## src/shared/flash_host_params.svh

```systemverilog
// timing, width and default opcode constants for the flash command host
`ifndef FLASH_HOST_PARAMS_SVH
`define FLASH_HOST_PARAMS_SVH

`define FH_CLK_MHZ 10
`define FH_ADDR_W 20
`define FH_DATA_W 16
`define FH_CNT_W 8

// pin timing in ns, converted to whole clock cycles (least times round up)
`define FH_WE_LOW_NS 50
`define FH_WE_HIGH_NS 30
`define FH_OE_ACC_NS 100
`define FH_RP_LOW_NS 100
`define FH_WE_LOW_CYC ((`FH_WE_LOW_NS * `FH_CLK_MHZ + 999) / 1000)
`define FH_WE_HIGH_CYC ((`FH_WE_HIGH_NS * `FH_CLK_MHZ + 999) / 1000)
`define FH_OE_ACC_CYC ((`FH_OE_ACC_NS * `FH_CLK_MHZ + 999) / 1000)
`define FH_RP_LOW_CYC ((`FH_RP_LOW_NS * `FH_CLK_MHZ + 999) / 1000)

// status byte bit positions
`define FH_SR_READY 7
`define FH_SR_ERS_SUSP 6
`define FH_SR_CLR_ERR 5
`define FH_SR_SET_ERR 4
`define FH_SR_SUPPLY 3
`define FH_SR_PRG_SUSP 2
`define FH_SR_PROTECT 1

// default opcodes, overridable per instance
`define FH_OP_ERS_SUSP 8'hb0
`define FH_OP_ERS_RES 8'hd0
`define FH_OP_PRG_SUSP 8'hb0
`define FH_OP_PRG_RES 8'hd0
`define FH_OP_LOCK_SETUP 8'h60
`define FH_OP_LOCK_SET 8'h01
`define FH_OP_LOCK_CLR 8'hd0
`define FH_OP_CLR_STATUS 8'h50

`endif

```

## src/shared/flash_host_pkg.sv

```systemverilog
// types for the flash suspend and lock-bit command host
`include "flash_host_params.svh"

package flash_host_pkg;

    typedef enum logic [2:0] {
        CMD_ERS_SUSP,
        CMD_ERS_RES,
        CMD_PRG_SUSP,
        CMD_PRG_RES,
        CMD_LOCK_SET,
        CMD_LOCK_CLR
    } cmd_t;

    typedef enum logic [2:0] {
        S_IDLE,
        S_WR1,
        S_WR2,
        S_POLL,
        S_CLR,
        S_RST
    } state_t;

    // pin-side bundle
    typedef struct packed {
        logic [`FH_ADDR_W-1:0] addr;
        logic [`FH_DATA_W-1:0] dq_out;
        logic dq_oe;
        logic ce_n;
        logic oe_n;
        logic we_n;
        logic rp_n;
        logic wp_n;
    } pins_t;

    // whole controller state
    typedef struct packed {
        state_t state;
        logic phase;
        logic [`FH_CNT_W-1:0] cnt;
        cmd_t cmd;
        pins_t pins;
        logic busy;
        logic done;
        logic err;
        logic relock;
        logic [7:0] status;
    } ctl_t;

endpackage

```

## src/hw/flash_host.sv

```systemverilog
// host controller issuing suspend, resume and lock-bit commands to a parallel flash
//
// Notes on behaviour
// - lock set is setup then confirm write
// - after lock set check set-error, clear status
// - lock clear is two writes, clears all
// - after lock clear check clear-error, clear status
// - aborted lock clear needs repeating
`timescale 1ns/1ps
`include "flash_host_params.svh"

module flash_host #(
    parameter logic [7:0] OP_ERS_SUSP = `FH_OP_ERS_SUSP,
    parameter logic [7:0] OP_ERS_RES = `FH_OP_ERS_RES,
    parameter logic [7:0] OP_PRG_SUSP = `FH_OP_PRG_SUSP,
    parameter logic [7:0] OP_PRG_RES = `FH_OP_PRG_RES,
    parameter logic [7:0] OP_LOCK_SETUP = `FH_OP_LOCK_SETUP,
    parameter logic [7:0] OP_LOCK_SET = `FH_OP_LOCK_SET,
    parameter logic [7:0] OP_LOCK_CLR = `FH_OP_LOCK_CLR,
    parameter logic [7:0] OP_CLR_STATUS = `FH_OP_CLR_STATUS
) (
    // clock and reset
    input wire logic i_clk,
    input wire logic i_srst,
    // user request side
    input wire logic i_req_valid,
    input wire flash_host_pkg::cmd_t i_req_cmd,
    input wire logic [`FH_ADDR_W-1:0] i_req_addr,
    input wire logic i_abort,
    input wire logic i_unprotect,
    output logic o_busy,
    output logic o_done,
    output logic o_err,
    output logic o_relock_needed,
    output logic [7:0] o_status,
    // flash pins
    output logic [`FH_ADDR_W-1:0] o_flash_addr,
    output logic [`FH_DATA_W-1:0] o_dq_out,
    output logic o_dq_oe,
    input wire logic [`FH_DATA_W-1:0] i_dq_in,
    output logic o_ce_n,
    output logic o_oe_n,
    output logic o_we_n,
    output logic o_rp_n,
    output logic o_wp_n,
    input wire logic i_status_pin
);

    localparam logic [`FH_CNT_W-1:0] WE_LOW_LAST = `FH_CNT_W'(`FH_WE_LOW_CYC - 1);
    localparam logic [`FH_CNT_W-1:0] WE_HIGH_LAST = `FH_CNT_W'(`FH_WE_HIGH_CYC - 1);
    localparam logic [`FH_CNT_W-1:0] OE_LAST = `FH_CNT_W'(`FH_OE_ACC_CYC - 1);
    localparam logic [`FH_CNT_W-1:0] RP_LAST = `FH_CNT_W'(`FH_RP_LOW_CYC - 1);

    localparam flash_host_pkg::pins_t PINS_IDLE = '{
        addr: '0, dq_out: '0, dq_oe: 1'b0, ce_n: 1'b1, oe_n: 1'b1,
        we_n: 1'b1, rp_n: 1'b1, wp_n: 1'b0};

    localparam flash_host_pkg::ctl_t CTL_RESET = '{
        state: flash_host_pkg::S_IDLE, phase: 1'b0, cnt: '0,
        cmd: flash_host_pkg::CMD_ERS_SUSP, pins: PINS_IDLE,
        busy: 1'b0, done: 1'b0, err: 1'b0, relock: 1'b0, status: 8'h00};

    flash_host_pkg::ctl_t st_r;
    flash_host_pkg::ctl_t st_nxt;

    // first write of each command
    function automatic logic [7:0] first_op(input flash_host_pkg::cmd_t c);
        case (c)
            flash_host_pkg::CMD_ERS_SUSP: first_op = OP_ERS_SUSP;
            flash_host_pkg::CMD_ERS_RES: first_op = OP_ERS_RES;
            flash_host_pkg::CMD_PRG_SUSP: first_op = OP_PRG_SUSP;
            flash_host_pkg::CMD_PRG_RES: first_op = OP_PRG_RES;
            default: first_op = OP_LOCK_SETUP;
        endcase
    endfunction

    // lock commands carry a confirm write
    function automatic logic two_writes(input flash_host_pkg::cmd_t c);
        two_writes = (c == flash_host_pkg::CMD_LOCK_SET) || (c == flash_host_pkg::CMD_LOCK_CLR);
    endfunction

    // start a write cycle on the pins
    function automatic flash_host_pkg::ctl_t begin_write(input flash_host_pkg::ctl_t s,
            input flash_host_pkg::state_t nst, input logic [7:0] op);
        begin_write = s;
        begin_write.state = nst;
        begin_write.phase = 1'b0;
        begin_write.cnt = '0;
        begin_write.pins.dq_out = {8'h00, op};
        begin_write.pins.dq_oe = 1'b1;
        begin_write.pins.ce_n = 1'b0;
        begin_write.pins.oe_n = 1'b1;
        begin_write.pins.we_n = 1'b0;
    endfunction

    // start a status read
    function automatic flash_host_pkg::ctl_t begin_poll(input flash_host_pkg::ctl_t s);
        begin_poll = s;
        begin_poll.state = flash_host_pkg::S_POLL;
        begin_poll.phase = 1'b0;
        begin_poll.cnt = '0;
        begin_poll.pins.dq_oe = 1'b0;
        begin_poll.pins.ce_n = 1'b0;
        begin_poll.pins.oe_n = 1'b0;
        begin_poll.pins.we_n = 1'b1;
    endfunction

    // back to idle with a one-cycle done
    function automatic flash_host_pkg::ctl_t finish(input flash_host_pkg::ctl_t s);
        finish = s;
        finish.state = flash_host_pkg::S_IDLE;
        finish.busy = 1'b0;
        finish.done = 1'b1;
        finish.pins.dq_oe = 1'b0;
        finish.pins.ce_n = 1'b1;
        finish.pins.oe_n = 1'b1;
        finish.pins.we_n = 1'b1;
        finish.pins.rp_n = 1'b1;
    endfunction

    logic lock_fail;

    always_comb begin
        st_nxt = st_r;
        st_nxt.done = 1'b0;
        st_nxt.pins.wp_n = i_unprotect;
        lock_fail = 1'b0;
        if (i_abort && st_r.state != flash_host_pkg::S_RST) begin
            st_nxt.state = flash_host_pkg::S_RST;
            st_nxt.cnt = '0;
            st_nxt.busy = 1'b1;
            st_nxt.err = 1'b1;
            st_nxt.pins = PINS_IDLE;
            st_nxt.pins.wp_n = i_unprotect;
            st_nxt.pins.rp_n = 1'b0;
            if (st_r.busy && st_r.cmd == flash_host_pkg::CMD_LOCK_CLR) begin
                st_nxt.relock = 1'b1;
            end
        end else begin
            case (st_r.state)
                flash_host_pkg::S_IDLE: begin
                    if (i_req_valid) begin
                        st_nxt = begin_write(st_r, flash_host_pkg::S_WR1, first_op(i_req_cmd));
                        st_nxt.pins.wp_n = i_unprotect;
                        st_nxt.cmd = i_req_cmd;
                        st_nxt.pins.addr = i_req_addr;
                        st_nxt.busy = 1'b1;
                        st_nxt.err = 1'b0;
                    end
                end
                flash_host_pkg::S_WR1, flash_host_pkg::S_WR2, flash_host_pkg::S_CLR: begin
                    st_nxt.cnt = st_r.cnt + 1'b1;
                    if (!st_r.phase) begin
                        if (st_r.cnt == WE_LOW_LAST) begin
                            st_nxt.pins.we_n = 1'b1;
                            st_nxt.phase = 1'b1;
                            st_nxt.cnt = '0;
                        end
                    end else if (st_r.cnt == WE_HIGH_LAST) begin
                        if (st_r.state == flash_host_pkg::S_WR1 && two_writes(st_r.cmd)) begin
                            st_nxt = begin_write(st_r, flash_host_pkg::S_WR2,
                                (st_r.cmd == flash_host_pkg::CMD_LOCK_SET) ?
                                OP_LOCK_SET : OP_LOCK_CLR);
                        end else if (st_r.state == flash_host_pkg::S_CLR ||
                                st_r.cmd == flash_host_pkg::CMD_ERS_RES ||
                                st_r.cmd == flash_host_pkg::CMD_PRG_RES) begin
                            st_nxt = finish(st_r);
                        end else begin
                            st_nxt = begin_poll(st_r);
                        end
                    end
                end
                flash_host_pkg::S_POLL: begin
                    st_nxt.cnt = st_r.cnt + 1'b1;
                    if (!st_r.phase) begin
                        if (st_r.cnt == OE_LAST) begin
                            st_nxt.status = i_dq_in[7:0];
                            st_nxt.pins.oe_n = 1'b1;
                            st_nxt.phase = 1'b1;
                        end
                    end else if (!st_r.status[`FH_SR_READY] || !i_status_pin) begin
                        st_nxt = begin_poll(st_r);
                    end else begin
                        if (st_r.cmd == flash_host_pkg::CMD_LOCK_SET) begin
                            lock_fail = st_r.status[`FH_SR_SET_ERR];
                        end else if (st_r.cmd == flash_host_pkg::CMD_LOCK_CLR) begin
                            lock_fail = st_r.status[`FH_SR_CLR_ERR];
                        end
                        if (lock_fail) begin
                            st_nxt = begin_write(st_r, flash_host_pkg::S_CLR, OP_CLR_STATUS);
                            st_nxt.err = 1'b1;
                        end else begin
                            st_nxt = finish(st_r);
                            if (st_r.cmd == flash_host_pkg::CMD_LOCK_CLR) begin
                                st_nxt.relock = 1'b0;
                            end
                        end
                    end
                end
                flash_host_pkg::S_RST: begin
                    st_nxt.cnt = st_r.cnt + 1'b1;
                    if (st_r.cnt == RP_LAST) begin
                        st_nxt = finish(st_r);
                    end
                end
                default: st_nxt = CTL_RESET;
            endcase
        end
    end

    always_ff @(posedge i_clk) begin
        if (i_srst) begin
            st_r <= CTL_RESET;
        end else begin
            st_r <= st_nxt;
        end
    end

    assign o_busy = st_r.busy;
    assign o_done = st_r.done;
    assign o_err = st_r.err;
    assign o_relock_needed = st_r.relock;
    assign o_status = st_r.status;
    assign o_flash_addr = st_r.pins.addr;
    assign o_dq_out = st_r.pins.dq_out;
    assign o_dq_oe = st_r.pins.dq_oe;
    assign o_ce_n = st_r.pins.ce_n;
    assign o_oe_n = st_r.pins.oe_n;
    assign o_we_n = st_r.pins.we_n;
    assign o_rp_n = st_r.pins.rp_n;
    assign o_wp_n = st_r.pins.wp_n;
endmodule

```

## config.mk

```make
export PLATFORM = sky130hd
export DESIGN_NAME = flash_host
export DESIGN_NICKNAME = d
export VERILOG_FILES = /design/src/shared/flash_host_pkg.sv /design/src/hw/flash_host.sv
export VERILOG_INCLUDE_DIRS = /design/src /design/src/shared
export SDC_FILE = /design/constraint.sdc
export NUM_CORES = 1
export LEC_CHECK = 0
export ABC_AREA = 1
export BUFFER_PORTS_ARGS = -buffer_cell sky130_fd_sc_hd__buf_2
export CORE_ASPECT_RATIO = 1.2
export CORE_MARGIN = 3
export CORE_UTILIZATION = 48
export CTS_CLUSTER_DIAMETER = 30
export DETAILED_ROUTE_END_ITERATION = 8
export GPL_TIMING_DRIVEN = 1
export HOLD_SLACK_MARGIN = 0.15
export PLACE_DENSITY_LB_ADDON = 0.3
export SYNTH_ARGS = -nofsm -noshare
export SYNTH_HDL_FRONTEND = slang
export SYNTH_SLANG_ARGS = --single-unit
export TNS_END_PERCENT = 1
```

## constraint.sdc

```tcl
create_clock -name i_clk -period 1.76 [get_ports i_clk]
set_clock_uncertainty 0.1 [all_clocks]
set_input_delay 0.264 -clock i_clk [delete_from_list [all_inputs] [get_ports i_clk]]
set_output_delay 0.264 -clock i_clk [all_outputs]
set_load 0.05 [all_outputs]
```

Word level (Yosys, flattened, before mapping)
Cells that the tools add are included.
{ "word_totals": {"wordCells": 142, "register_bits": 69, "out_inout_bits": 54} }
{ "classes": {"n_bitwise": 5, "eq_ne": 50, "mux": 36, "n_reduce_logical": 32, "add_sub_neg": 1} }
{ "op_table": {"columns": ["op", "count"], "rows": [
  ["$mux 69", 6],
  ["$pmux 69 s4", 1],
  ["$mux 68", 1],
  ["$ne 3x3->1 const B", 17],
  ["$mux 49", 1],
  ["$mux 42", 1],
  ["$ne 2x2->1 const B", 15],
  ["$reduce_and 5->1", 5],
  ["$mux 8", 3],
  ["$mux 9", 2],
  ["$reduce_and 9->1", 2],
  ["$ne 4x4->1 const B", 4],
  ["$pmux 8 s2", 1],
  ["$reduce_and 8->1", 2],
  ["$eq 3x2->1 const B", 5],
  ["$mux 14", 1],
  ["$mux 1", 13],
  ["$eq 3x3->1 const B", 4],
  ["$mux 3", 4],
  ["$reduce_and 4->1", 3],
  ["$reduce_and 6->1", 2],
  ["$eq 3x1->1 const B", 3],
  ["$add 8x1->8 const B", 1],
  ["$logic_not 8->1", 1],
  ["12 further kinds", 26]
]} }

Depth between registers and ports, before layout
{ "depth": {"word_depth": 12, "depth_mapped": 12, "depth_no_buf": 11} }

Worst setup path after synthesis
OpenSTA, ideal clock, no wires.
{ "synth_path": {"path_kind": "register to register", "start": "reg st_r[57] (netlist bit)", "end": "reg st_r, in the netlist o_dq_out[0]", "setup_ns": 0.113, "stages_incl_launch_ff": 12, "setup_slack_ns": 0.112, "arrival_ns": 1.435, "path_buffers": 0, "path_cell_list": "dfxtp_1 -> inv_1 -> ha_1 -> nand3_1 -> nor2_4 -> nand2_2 -> nand2_1 -> nand2_1 -> nor2_4 -> o21ai_0 -> nand2_1 -> nor2_1"} }
{ "synth_between": {"elab_chain_cells": 3} }
{ "synth_rtl": {"columns": ["item", "line", "source"], "rows": [
  ["from (decl)", "flash_host.sv:63", "flash_host_pkg::ctl_t st_r;"],
  ["from (signal assigned)", "flash_host.sv:215", "st_r <= st_nxt;"],
  ["$logic_not 8->1", "flash_host.sv:159", "end else if (st_r.cnt == WE_HIGH_LAST) begin"],
  ["$ne 2x2->1 (no line)", null, null],
  ["$reduce_and 8->1 (no line)", null, null]
]} }
No other way between the ends.
A chain may end at the register's enable or synchronous reset.

Worst setup path after layout
{ "layout_path": {"start": "reg st_r[67] (netlist bit)", "end": "reg st_r, in the netlist o_err"} }
{ "layout_between": {"elab_chain_cells": 4} }
{ "layout_rtl": {"columns": ["item", "line"], "rows": [
  ["$eq 3x1->1 (tied with other cells)", "flash_host.sv:140, flash_host.sv:160"],
  ["$reduce_or 3->1 or $logic_and 1x1->1 (tied branches)", "flash_host.sv:140, flash_host.sv:128"],
  ["$ne 2x2->1 (no line) (tied with other cells)", null],
  ["$reduce_and 6->1 (no line) or $mux 2 (tied branches)", null]
]} }
Parallel ways exist; a longest one is shown, timed or not.

==> metrics.md <==
| Metric | Value |
|---|---|
| Avg Inst Size Synth | `between 6 and 7 um^2` |
| Fin crit share | `between 90% and 100%` |
| H-tree levels | `3` |
| Sequential share of the synthesized area | `a little under a third` |
| Via count | `3773` |
| Final Max Slew Viols | `0` |
| CTS Root Cell | `clkbuf_8` |
| Net load switching power | `roughly 1.8 mW` |
| WP data required | `between 1.5 and 2 ns` |
| Initial antenna violation count | `0` |
| Unique masters post-synth | `36` |
| TritonCTS buffer count | `9` |
| Clk buf depth | `2` |
| Starting Density | `roughly half` |
| Critical Path Source | `st_r[67]$_SDFFE_PP0P_` |
| Global-route wire length before repair | `about 15000 um` |
| Crit path capture type | `register` |
| Area Overhead vs Synth | `30.9%` |
| Initial drt markers | `approximately 190` |
| Final wirelength | `between 9000 and 10000 um` |
| CP arrival | `roughly 1.9 ns` |
| Design area | `around 4800 um^2` |
| Worst R2R End | `o_err$_SDFFE_PP0P_` |
| DR DRC count | `0` |
| Reg power frac | `roughly 31%` |
| Avg Vias per Cell | `between 5 and 6` |
| Crit path launch type | `register` |
| Async set-reset flop share out of synthesis | `0%` |
| Final-report setup violation count | `0` |
| HPWL Detailed | `between 6000 and 7000 um` |
| Reg clk slew, reported paths | `roughly 0.070 ns` |
| Syn. warnings | `0` |
| Kind of critical path | `register to register` |
| Worst r2r src | `st_r[67]$_SDFFE_PP0P_` |
| CTS tree | `done` |
| End-of-flow core utilization | `between 60% and 70%` |
| Cells after Synth | `approximately 540` |
| Combinational power share | `slightly below 40%` |
| Top FF cell, synth | `dfxtp_1` |
| Worst skew pair latency | `around 0.35 ns` |
| Antenna Cells | `0` |
| Internal power | `~2.8 mW` |
| CP endpoint | `o_err$_SDFFE_PP0P_` |
| Sw Share | `39.1%` |
| Tmin final | `around 1.7 ns` |
| Max_cap viols | `0` |
| RSZ-0062 raised after global routing | `yes` |
| Gp weighted congestion | `roughly 0.94` |
| Cell Rows | `34` |
| Placed Instance Area | `4010 um^2` |
| Die Y | `approximately 100 um` |
| Reg2Reg Setup Slack | `0.04 ns` |
| Total gr overflow | `0` |
| Post-route ant nets | `0` |
| Drt pass-1 iters | `6` |
| Total power | `between 4 and 5 mW` |
| GRT Total Usage | `approximately 22%` |
| Setup ws final | `between 0.03 and 0.04 ns` |
| Critical path peak fanout | `8` |
| Vias in the first global route | `between 3000 and 4000` |
| Port Buffers | `79` |
| Final hold viol count | `0` |
| Clk network pwr share | `30.2%` |
| Mapped cell area | `3640 um^2` |
| Die Footprint | `8680 um^2` |
| Die width | `roughly 86 um` |
| Average routed wire per standard cell | `between 10 and 15 um` |
| EDFF count, synth | `0` |
| Fmax | `between 500 and 600 MHz` |
| Leakage | `~2.3 nW` |
| Share of layout cells above drive strength 1 | `around 32%` |
| Setup TNS | `0 ns` |
| Worst ir drop on vdd | `607 uV` |
| PD cells | `975 nW/um^2` |
| Largest net degree at the start of global routing | `21` |
| Yosys reg bits | `between 50 and 60` |
| Status | `completed` |
| Nets@finish | `around 700` |
| Min-delay worst type | `input pin to register` |
| Num Clock Sinks | `slightly below 60` |
| Core area | `between 7000 and 8000 um^2` |
| Dpl ws | `approximately 0.0090 ns` |
| Worst reg2reg path depth | `8` |
| I/O pin cnt | `99` |
[kinds of logic after synthesis]
logic type,Yosys count,share of synthesized area [%]
AND/OR/NAND/NOR,286,37.8
AO/OA/AOI/OAI,79,11.3
XOR/XNOR,1,0.240
buffers and inverters,112,18.0
flip-flops,58,31.9
other,1,0.103
adder cells (fa/ha/maj),2,0.686
[cell usage after synthesis (2+ instances only)]
cell	instances	area, um^2
nand4_1	10	62.6
inv_1	41	154
inv_2	7	26.3
buf_6	7	78.8
nand3b_1	7	52.6
a21oi_1	59	295
nand3_4	2	35.0
a31oi_1	2	12.5
nor2_2	5	31.3
o211ai_1	2	15.0
o21ai_1	2	10.0
dfxtp_1	58	1160
nand2_2	4	25.0
nor2_4	4	45.0
o21ai_2	2	17.5
buf_2	8	40.0
nor3b_2	2	25.0
ha_1	2	25.0
nand3_1	27	135
inv_4	2	12.5
nor2_1	43	161
nor3_1	4	20.0
o21ai_0	11	55.1
nand2_4	4	45.0
nand2_1	162	608
nand3_2	8	80.1
buf_4	45	338
[routing by layer]
layer | up-vias | track usage [%] | wire length, um
met5 | - | 0 | 0
met4 | 0 | 9.26 | 214
met3 | 23 | 4.96 | 601
met2 | 143 | 40.8 | 5240
met1 | 1714 | 24.0 | 3820
li1 | 1893 | - | -
[power groups by stage]
| stage | registers, mW | clock network, mW | logic (mW) |
|---|---|---|---|
| finish | 1.45 | 1.40 | 1.80 |
| global placement | 1.48 | 0 | 1.47 |
| CTS | 1.45 | 1.44 | 1.56 |
| global route | 1.46 | 1.50 | 1.94 |
| detailed placement | 1.48 | 0 | 1.49 |
| floorplan | 1.59 | 0 | 1.07 |
[placed cells by master (no fill, tap or decap), types with 6 or more instances in the layout]
master and n:
clkbuf_8 9, nor2_4 6, a21oi_1 53, nor2_2 8
nand2_4 7, inv_1 35, nor2_1 38, nand2_1 158
nand3_4 7, buf_4 34, nand4_1 10, dlygate4sd3_1 29
nand3_1 25, dfxtp_1 55, nand3b_1 7, nand3_2 6
inv_2 11, o21ai_0 8, a21oi_2 6, buf_2 79
conb_1 11
[per-stage QoR]
stage | hold slack (ns) | std cells
2_1_floorplan | 0.312 | 549
3_3_place_gp | 0.345 | 689
3_5_place_dp | 0.348 | 689
4_1_cts | 0.157 | 734
5_1_grt | 0.165 | 744
6_report | 0.154 | 744
[what timing repair did]
| item | in CTS | in global routing |
|---|---|---|
| gates resized for setup | 2 | 48 |
| endpoints found under the hold margin | 31 | 0 |
| gates cloned | 0 | 2 |
| setup endpoints to repair | 11 | 53 |
| pin swaps | 1 | 12 |
| hold buffers | 29 | 0 |
| setup buffers | 0 | 8 |
[cell type report]
type	instances	area, um^2
repair inverters	1	6.26
flip-flops and latches	58	1160
clock buffers	9	124
multi-input cells	380	2010
well taps	90	113
inverters	50	200
clock inverters	7	101
fillers	619	2550
repair buffers	149	1050
[worst min path at each step]
stage,from,endpoint,slack (ns),depth (start not counted)
5_1_grt,i_dq_in[5],o_status[5]$_SDFFE_PP0P_,0.17,3
3_3_place_gp,o_flash_addr[14]$_SDFFE_PP0P_,o_flash_addr[14]$_SDFFE_PP0P_,0.35,2
6_report,i_dq_in[5],o_status[5]$_SDFFE_PP0P_,0.15,3
3_5_place_dp,o_oe_n$_SDFFE_PP1P_,o_oe_n$_SDFFE_PP1P_,0.35,2
2_1_floorplan,i_req_addr[0],o_flash_addr[0]$_SDFFE_PP0P_,0.31,2
4_1_cts,i_dq_in[5],o_status[5]$_SDFFE_PP0P_,0.16,3
[flip-flops by register name, summed over array words and instances (netlist names), 5 cells and up]
register and flops:
o_dq_out 5, o_status 8, st_r 15, o_flash_addr 20
[critical path: stages (launching register included)]
cell and delay (ns):
dfxtp_2 0.35, buf_12 0.14, nor2_8 0.05, nand2_4 0.08, nand3_4 0.16, nor3_4 0.34
buf_6 0.16, nand2_2 0.06, and3_1 0.17
Power figures use the tool's default switching activity.
